`config.mk`:
```
export PLATFORM = sky130hd
export DESIGN_NAME = i2css_slave
export DESIGN_NICKNAME = d
export VERILOG_FILES = /design/src/hw/i2css_pkg.sv /design/src/hw/i2css_slave.sv
export SDC_FILE = /design/constraint.sdc
export NUM_CORES = 1
export LEC_CHECK = 0
export ABC_AREA = 1
export BUFFER_PORTS_ARGS = -buffer_cell sky130_fd_sc_hd__buf_4
export CELL_PAD_IN_SITES_DETAIL_PLACEMENT = 0
export CELL_PAD_IN_SITES_GLOBAL_PLACEMENT = 1
export CORE_ASPECT_RATIO = 1.4
export CORE_MARGIN = 3
export CORE_UTILIZATION = 40
export DETAILED_ROUTE_END_ITERATION = 12
export PLACE_DENSITY_LB_ADDON = 0.1
export SYNTH_ARGS = -nofsm -noshare
export SYNTH_HDL_FRONTEND = slang
export SYNTH_SLANG_ARGS = --single-unit
```
`constraint.sdc`:
```
create_clock -name clk -period 2.1 [get_ports clk]
set_input_delay 0.42 -clock clk [delete_from_list [all_inputs] [get_ports clk]]
set_output_delay 0.42 -clock clk [all_outputs]
set_load 0.05 [all_outputs]
```
`src/hw/i2css_pkg.sv`:
```
// Package for the two-wire slave front end with soft reset call.
// Assumes one 200 MHz core clock; bus lines are sampled, never used as clocks.
`default_nettype none
package i2css_pkg;
  // ---------------------------------------------------------------
  // Reset call format
  // ---------------------------------------------------------------
  localparam logic [7:0] I2CSS_RST_ADDR_BYTE = 8'h06;
  localparam logic [6:0] I2CSS_RST_ADDR      = 7'h03;
  localparam logic [7:0] I2CSS_SIG_BYTE1     = 8'hA5;
  localparam logic [7:0] I2CSS_SIG_BYTE2     = 8'h5A;
  localparam logic [3:0] I2CSS_BYTE_BITS     = 4'h8;

  // ---------------------------------------------------------------
  // Timing
  // ---------------------------------------------------------------
  localparam int I2CSS_CLK_PS        = 5000;
  localparam int I2CSS_BUS_FREE_NS   = 500;
  // Longest time, rounded down, at least one cycle
  localparam int I2CSS_BUS_FREE_CYC  =
    (I2CSS_BUS_FREE_NS * 1000 / I2CSS_CLK_PS) < 1 ? 1 :
    (I2CSS_BUS_FREE_NS * 1000 / I2CSS_CLK_PS);
  // Cycles from the sampled STOP to the soft reset pulse
  localparam int I2CSS_SOFT_RST_CYC  = 1;

  // ---------------------------------------------------------------
  // Types
  // ---------------------------------------------------------------
  typedef enum logic [2:0] {
    ST_IDLE, ST_RX, ST_ACK, ST_TX, ST_MACK, ST_IGNORE
  } i2css_state_t;

  typedef enum logic [1:0] {
    SR_NONE, SR_ADDR_OK, SR_SIG1_OK, SR_ARMED
  } i2css_rst_t;

  typedef struct packed {
    logic       first;
    logic [7:0] data;
  } i2css_wbyte_t;
endpackage : i2css_pkg
`default_nettype wire

```
`src/hw/i2css_slave.sv`:
```
// Two-wire bus slave front end with own-address write/read path and the
// software reset call recogniser.
// Assumes clock and data pins arrive asynchronously and are oversampled;
// the bus clock must stay well below a quarter of the core clock.
`default_nettype none
module i2css_slave
  import i2css_pkg::*;
#(
  parameter logic [6:0] OWN_ADDR = 7'h20
) (
  input  wire logic         clk,
  input  wire logic         rst_n,
  input  wire logic         scl_i,
  input  wire logic         sda_i,
  output logic              sda_o,
  output logic              sda_oe,
  output i2css_wbyte_t      wr_byte,
  output logic              wr_valid,
  input  wire logic [7:0]   rd_data,
  output logic              rd_take,
  output logic              soft_reset
);

  // ---------------------------------------------------------------
  // Elaboration checks
  // ---------------------------------------------------------------
  if (OWN_ADDR == I2CSS_RST_ADDR) begin : g_bad_addr
    $error("Own address collides with the reset call address");
  end
  if (I2CSS_SOFT_RST_CYC > I2CSS_BUS_FREE_CYC) begin : g_bad_time
    $error("Soft reset slower than bus free time");
  end

  // ---------------------------------------------------------------
  // Pin synchronisers and condition detection
  // ---------------------------------------------------------------
  logic [1:0] scl_sync_q;
  logic [1:0] sda_sync_q;
  logic       scl_p_q;
  logic       sda_p_q;

  always_ff @(posedge clk or negedge rst_n) begin
    if (!rst_n) begin
      scl_sync_q <= 2'h3;
      sda_sync_q <= 2'h3;
      scl_p_q    <= 1'b1;
      sda_p_q    <= 1'b1;
    end else begin
      scl_sync_q <= {scl_sync_q[0], scl_i};
      sda_sync_q <= {sda_sync_q[0], sda_i};
      scl_p_q    <= scl_sync_q[1];
      sda_p_q    <= sda_sync_q[1];
    end
  end

  wire scl_s    = scl_sync_q[1];
  wire sda_s    = sda_sync_q[1];
  wire scl_rise = scl_s & ~scl_p_q;
  wire scl_fall = ~scl_s & scl_p_q;
  wire start_c  = scl_s & scl_p_q & sda_p_q & ~sda_s;
  wire stop_c   = scl_s & scl_p_q & ~sda_p_q & sda_s;

  // ---------------------------------------------------------------
  // Byte engine state
  // ---------------------------------------------------------------
  i2css_state_t st_q;
  i2css_state_t st_d;
  i2css_rst_t   sr_q;
  i2css_rst_t   sr_d;
  logic [3:0]   cnt_q;
  logic [3:0]   cnt_d;
  logic [7:0]   sh_q;
  logic [7:0]   sh_d;
  logic         first_q;
  logic         rd_q;
  logic         dfirst_q;
  logic         ack_q;
  logic         mack_q;
  logic         oe_q;
  logic         oe_d;

  // ---------------------------------------------------------------
  // Acknowledge decision at end of a received byte
  // ---------------------------------------------------------------
  wire byte_end  = (st_q == ST_RX) & scl_fall & (cnt_q == I2CSS_BYTE_BITS);
  wire hit_own   = (sh_q[7:1] == OWN_ADDR);
  // Reserved address compared independently of OWN_ADDR
  wire hit_rst   = (sh_q == I2CSS_RST_ADDR_BYTE);
  wire addr_ack  = hit_rst | (hit_own & ~(sh_q[7:1] == I2CSS_RST_ADDR));
  wire sig1_ok   = (sh_q == I2CSS_SIG_BYTE1);
  wire sig2_ok   = (sh_q == I2CSS_SIG_BYTE2);
  wire in_call   = (sr_q != SR_NONE);

  logic data_ack;
  always_comb begin
    data_ack = 1'b1;
    case (sr_q)
      SR_ADDR_OK: data_ack = sig1_ok;
      SR_SIG1_OK: data_ack = sig2_ok;
      SR_ARMED:   data_ack = 1'b0;
      default:    data_ack = 1'b1;
    endcase
  end

  wire byte_ack = first_q ? addr_ack : data_ack;

  // Reset call progress; any slip drops back to none
  always_comb begin
    sr_d = sr_q;
    if (start_c || stop_c) begin
      sr_d = SR_NONE;
    end else if (byte_end && first_q) begin
      sr_d = hit_rst ? SR_ADDR_OK : SR_NONE;
    end else if (byte_end && in_call) begin
      case (sr_q)
        SR_ADDR_OK: sr_d = sig1_ok ? SR_SIG1_OK : SR_NONE;
        SR_SIG1_OK: sr_d = sig2_ok ? SR_ARMED : SR_NONE;
        default:    sr_d = SR_NONE;
      endcase
    end
  end

  // ---------------------------------------------------------------
  // Bit sequencing; data line drive changes only on clock fall, START or STOP
  // ---------------------------------------------------------------
  always_comb begin
    st_d  = st_q;
    cnt_d = cnt_q;
    sh_d  = sh_q;
    oe_d  = oe_q;
    if (start_c) begin
      st_d  = ST_RX;
      cnt_d = 4'h0;
      oe_d  = 1'b0;
    end else if (stop_c) begin
      st_d  = ST_IDLE;
      oe_d  = 1'b0;
    end else begin
      case (st_q)
        ST_RX: begin
          if (scl_rise) begin
            sh_d  = {sh_q[6:0], sda_s};
            cnt_d = cnt_q + 4'h1;
          end else if (byte_end) begin
            st_d  = ST_ACK;
            oe_d  = byte_ack;
            cnt_d = 4'h0;
          end
        end
        ST_ACK: begin
          // Held low across the whole acknowledge clock high phase
          if (scl_fall) begin
            if (!ack_q) begin
              st_d = ST_IGNORE;
              oe_d = 1'b0;
            end else if (rd_q) begin
              st_d = ST_TX;
              sh_d = rd_data;
              oe_d = ~rd_data[7];
            end else begin
              st_d = ST_RX;
              oe_d = 1'b0;
            end
          end
        end
        ST_TX: begin
          if (scl_rise) begin
            cnt_d = cnt_q + 4'h1;
          end else if (scl_fall) begin
            if (cnt_q == I2CSS_BYTE_BITS) begin
              st_d  = ST_MACK;
              oe_d  = 1'b0;
              cnt_d = 4'h0;
            end else begin
              sh_d = {sh_q[6:0], 1'b0};
              oe_d = ~sh_q[6];
            end
          end
        end
        ST_MACK: begin
          if (scl_fall) begin
            if (mack_q) begin
              st_d = ST_TX;
              sh_d = rd_data;
              oe_d = ~rd_data[7];
            end else begin
              st_d = ST_IGNORE;
              oe_d = 1'b0;
            end
          end
        end
        ST_IDLE, ST_IGNORE: oe_d = 1'b0;
        default: begin
          st_d = ST_IDLE;
          oe_d = 1'b0;
        end
      endcase
    end
  end

  wire load_tx  = scl_fall & (((st_q == ST_ACK) & ack_q & rd_q) |
                              ((st_q == ST_MACK) & mack_q));
  wire own_wr   = byte_end & ~first_q & ~in_call;
  wire do_reset = stop_c & (sr_q == SR_ARMED);

  // ---------------------------------------------------------------
  // Registers; soft reset returns the byte engine registers to power-up values, wr_byte keeps its value
  // ---------------------------------------------------------------
  always_ff @(posedge clk or negedge rst_n) begin
    if (!rst_n) begin
      st_q    <= ST_IDLE;
      sr_q    <= SR_NONE;
      cnt_q   <= 4'h0;
      sh_q    <= 8'h00;
      first_q <= 1'b0;
      rd_q    <= 1'b0;
      dfirst_q <= 1'b0;
      ack_q   <= 1'b0;
      mack_q  <= 1'b0;
      oe_q    <= 1'b0;
    end else if (do_reset) begin
      st_q    <= ST_IDLE;
      sr_q    <= SR_NONE;
      cnt_q   <= 4'h0;
      sh_q    <= 8'h00;
      first_q <= 1'b0;
      rd_q    <= 1'b0;
      dfirst_q <= 1'b0;
      ack_q   <= 1'b0;
      mack_q  <= 1'b0;
      oe_q    <= 1'b0;
    end else begin
      st_q    <= st_d;
      sr_q    <= sr_d;
      cnt_q   <= cnt_d;
      sh_q    <= sh_d;
      oe_q    <= oe_d;
      if (start_c) begin
        first_q <= 1'b1;
      end else if (byte_end) begin
        first_q <= 1'b0;
      end
      if (byte_end) begin
        ack_q <= byte_ack;
      end
      if (byte_end && first_q) begin
        rd_q <= sh_q[0];
      end
      // Marks the first data byte after the address
      if (byte_end && first_q) begin
        dfirst_q <= 1'b1;
      end else if (own_wr) begin
        dfirst_q <= 1'b0;
      end
      // Master drives low on its acknowledge
      if ((st_q == ST_MACK) && scl_rise) begin
        mack_q <= ~sda_s;
      end
    end
  end

  // Strobes and write data come from flops; own-address write only
  always_ff @(posedge clk or negedge rst_n) begin
    if (!rst_n) begin
      wr_byte    <= '0;
      wr_valid   <= 1'b0;
      rd_take    <= 1'b0;
      soft_reset <= 1'b0;
    end else begin
      wr_valid   <= own_wr & ~do_reset;
      rd_take    <= load_tx & ~do_reset;
      soft_reset <= do_reset;
      if (own_wr) begin
        wr_byte <= '{first: dfirst_q, data: sh_q};
      end
    end
  end

  // Open-drain: only ever pulls low
  assign sda_o  = 1'b0;
  assign sda_oe = oe_q;
endmodule : i2css_slave
`default_nettype wire

```
==> impl_results.md <==
* Fraction of registers with async set/reset at 100%
* Bufs on Longest Clock Path at 2
* CP delay by family, top: simple AND/OR/NAND/NOR gates
* Setup crit end kind: flip-flop
* CP max FO at 18
* Slowest-stage cell, CP: dfrtp_1
* Final setup fails at 0
* Fin Hold WS at 97.2 ps
* Hold Path Class: in -> async
* Static Leak at approximately 1.5 nW
* RR Endpoint: wr_byte[8]$_DFFE_PN0P_
* IO Pins at 26
* Cell area after synthesis at 0.00233 mm^2
* Placement Rows at 32
* Root buffer cell: clkbuf_8
* Post-DP HPWL at between 4 and 5 mm
* Sw frac at approximately two fifths
* Post-DP Area at between 0.002 and 0.003 mm^2
* Clock power frac at around 25%
* Fin crit period at roughly 1800 ps
* Worst Setup Start Kind: flip-flop
* RSZ-0062 raised after global routing: no
* R2r worst-path depth at 8
* Sequential fraction of design power at 39.2%
* Seq/Total Area, Yosys at between 40% and 50%
* Most used cell, CP: nand2_1
* Max IR drop VDD at between 0.5 and 0.6 mV
* Total CTS buffers at 5
* Critical-path cell list: inv_1 > ha_1 > nand2_1 > nor2_1 > nand2_1 > nor2_4 > nand2_2 > mux2_2
* Fin nets at around 360
* Residual DRC at 0
* Fin Clk Skew at 3.70 ps
* Cells after synthesis at 310
* Hold Fails Final Rpt at 0
* Die height at just under 100 um
* Placed Cells at between 400 and 500
* Die area at 0.00679 mm^2
* CTS tree: yes
* Status: finished, final reports clean
* Yosys Warn Count at 0
* Int Power at between 0.0015 and 0.002 W
* Met3 Resource Use GR at 2.72%
* Max Cap Viol at 0
* Initial Utilization at between 40% and 50%
* Routed len/inst at ~14 um
* Core area at roughly 0.0056 mm^2
* Seq cells post-synth at 41
* CP max stage delay at 420 ps
* Syn-to-layout area delta at 16.9%
* Critical Path RT at approximately 2300 ps
* GRT Util Overall at between 10% and 20%
* Combinational fraction of design power at between 30% and 40%
* Avg Vias per Cell at approximately 5.1
* Worst EP arrival at 2030 ps
* Post-route ant nets at 0
* Share of layout cells above drive strength 1 at between 15 and 20%
* PD cells at 987 mW/mm^2
* FF-to-FF Start: cnt_q[0]$_DFFE_PN0P_
* DR vias at 2082
* Buf/Inv on CP at 1
* Port bufs at 24
* WS Path Type: reg -> reg
* ANT cells at 0
* M2 GR Usage at a little over a third
* Setup TNS at 0 ps
* Netlist cell types at 28
* Detailed Route WL at approximately 5.6 mm
* Total number of H-tree levels at 2
* Clk_lat worst skew at about 300 ps
* DRT iter0 DRCs at 97
* Slew HR at 65.7%
* Cell Count, Final, Fillers Out at 410
* Largest net degree at the start of global routing at 42
* 1st-pass router iterations at 4
* Net switching power at about 0.0011 W
* Register clock-pin slew on the reported worst setup and hold paths at 80 ps
* Max Slew Vio Count at 0
* GR Overflow Total at 0
* Routability congestion estimate at between 0.8 and 0.9
* Tightest Pin Transition at between 500 and 600 ps
* M1 GR Usage at 20.4%
* Synth Flop Type: dfrtp_1
* R2r setup slk at ~250 ps
* Finished Cell Area at about 0.0027 mm^2
* Top Usage Layer GRT: met2
* Max Clk Rate at roughly 540 MHz
* Die W at ~71 um
* Synthesized area per cell at roughly 7.5 um^2
* EDFF count, synth at 0
* Fillers at 607
* Sink Count at 41
* Post-synthesis net count at 332
* Vias in the first global route at between 2000 and 2500
* Initial antenna violation count at 0
* First-pass GRT wire length at just under 10 mm
* Final Cycle Share at between 80% and 90%
==> layout by cell type (no fill, tap or decap) <==
cell type and n:
nand2_1 91, inv_1 35, dfrtp_1 35, buf_4 31
nand3_1 29, nor2_1 29, o21ai_0 21, nand4_1 19
ha_1 10, clkbuf_8 6, dfstp_2 6, o21ai_1 5
nor3_1 4, nand2_2 3, a21oi_1 3, inv_2 2
nor2_4 2, mux2_2 2, and2b_1 1, xnor2_1 1
o21bai_1 1, o211ai_1 1, and3_1 1, xor2_1 1
conb_1 1, clkbuf_1 1, bufinv_16 1
==> synthesized netlist by cell type, types with 4 or more instances <==
cell type / n / area (um^2)
o21ai_0: 21 / 105
o21ai_1: 5 / 25.0
inv_1: 36 / 135
ha_1: 10 / 125
dfrtp_1: 35 / 876
nand4_1: 19 / 119
nor2_1: 29 / 109
dfstp_2: 6 / 158
nand3_1: 29 / 145
nand2_1: 91 / 342
nor3_1: 4 / 20.0
==> per-stage QoR <==
| stage | util (%) | power [W] | setup WS, ps |
|---|---|---|---|
| after floorplan | - | 0.00177 | 369 |
| after global placement | 46.7 | 0.00204 | 165 |
| after detailed placement | 46.7 | 0.00204 | 127 |
| after CTS | 48.7 | 0.00272 | 132 |
| after global routing | 49.0 | 0.00292 | 1.06 |
| final | 49.0 | 0.00269 | 253 |
==> sequential cells by signal, indices dropped and copies added (netlist names), 2 cells and up <==
| register | flops |
|---|---|
| sh_q | 8 |
| wr_byte | 9 |
| sr_q | 2 |
| sda_sync_q | 2 |
| cnt_q | 4 |
| scl_sync_q | 2 |
| st_q | 3 |
==> area by class of cell <==
cell class / instances / area (um^2) / share of cell area [%]
Tap cell: 68 / 85.1 / 3.12
Clock buffer: 7 / 86.3 / 3.17
Inverter: 37 / 139 / 5.10
Sequential cell: 41 / 1030 / 37.9
Timing Repair Buffer: 31 / 233 / 8.54
Clock inverter: 1 / 30.0 / 1.10
Multi-Input combinational cell: 225 / 1120 / 41.0
==> metal layers <==
metal	wire [um]	up-vias
met1	2340	972
li1	-	1065
met4	78	0
met5	0	-
met2	2990	38
met3	235	7
==> power by group through the flow <==
stage	Clock [W]	Combinational (W)	Sequential, W
finish	0.000669	0.000966	0.00106
floorplan	0	0.000742	0.00103
global route	0.000710	0.00113	0.00108
global placement	0	0.000968	0.00107
detailed placement	0	0.000969	0.00107
CTS	0.000686	0.000976	0.00106
==> what timing repair did <==
item | 4_1_cts | 5_1_grt
gates resized for setup | 0 | 2
setup endpoints to repair | 0 | 11
hold buffers | 0 | 0
endpoints found under the hold margin | 0 | 0
buffers inserted | 0 | 1
==> how the worst max path moves through the flow <==
stage | cells past startpoint | end | startpoint | slack, ps
4_1_cts | 6 | cnt_q[3]$_DFFE_PN0P_ | scl_sync_q[1]$_DFF_PN1_ | 130
3_3_place_gp | 8 | wr_byte[8]$_DFFE_PN0P_ | cnt_q[0]$_DFFE_PN0P_ | 170
5_1_grt | 8 | wr_byte[7]$_DFFE_PN0P_ | cnt_q[0]$_DFFE_PN0P_ | 1
6_report | 8 | wr_byte[8]$_DFFE_PN0P_ | cnt_q[0]$_DFFE_PN0P_ | 250
3_5_place_dp | 6 | cnt_q[3]$_DFFE_PN0P_ | scl_sync_q[1]$_DFF_PN1_ | 130
2_1_floorplan | 10 | cnt_q[0]$_DFFE_PN0P_ | scl_sync_q[1]$_DFF_PN1_ | 370
==> cell families (layout without fill, tap and decap cells) <==
kind of cell             Yosys count  after routing  share of synthesized area, %
buffers and inverters             44             76                          7.89
other                              1              1                         0.161
multiplexers                       2              2                         0.966
flip-flops                        41             41                          44.3
adder cells (fa/ha/maj)           10             10                          5.37
AO/OA/AOI/OAI                     31             31                          6.87
XOR/XNOR                           2              2                         0.752
AND/OR/NAND/NOR                  179            179                          33.7
Power figures use the tool's default switching activity.
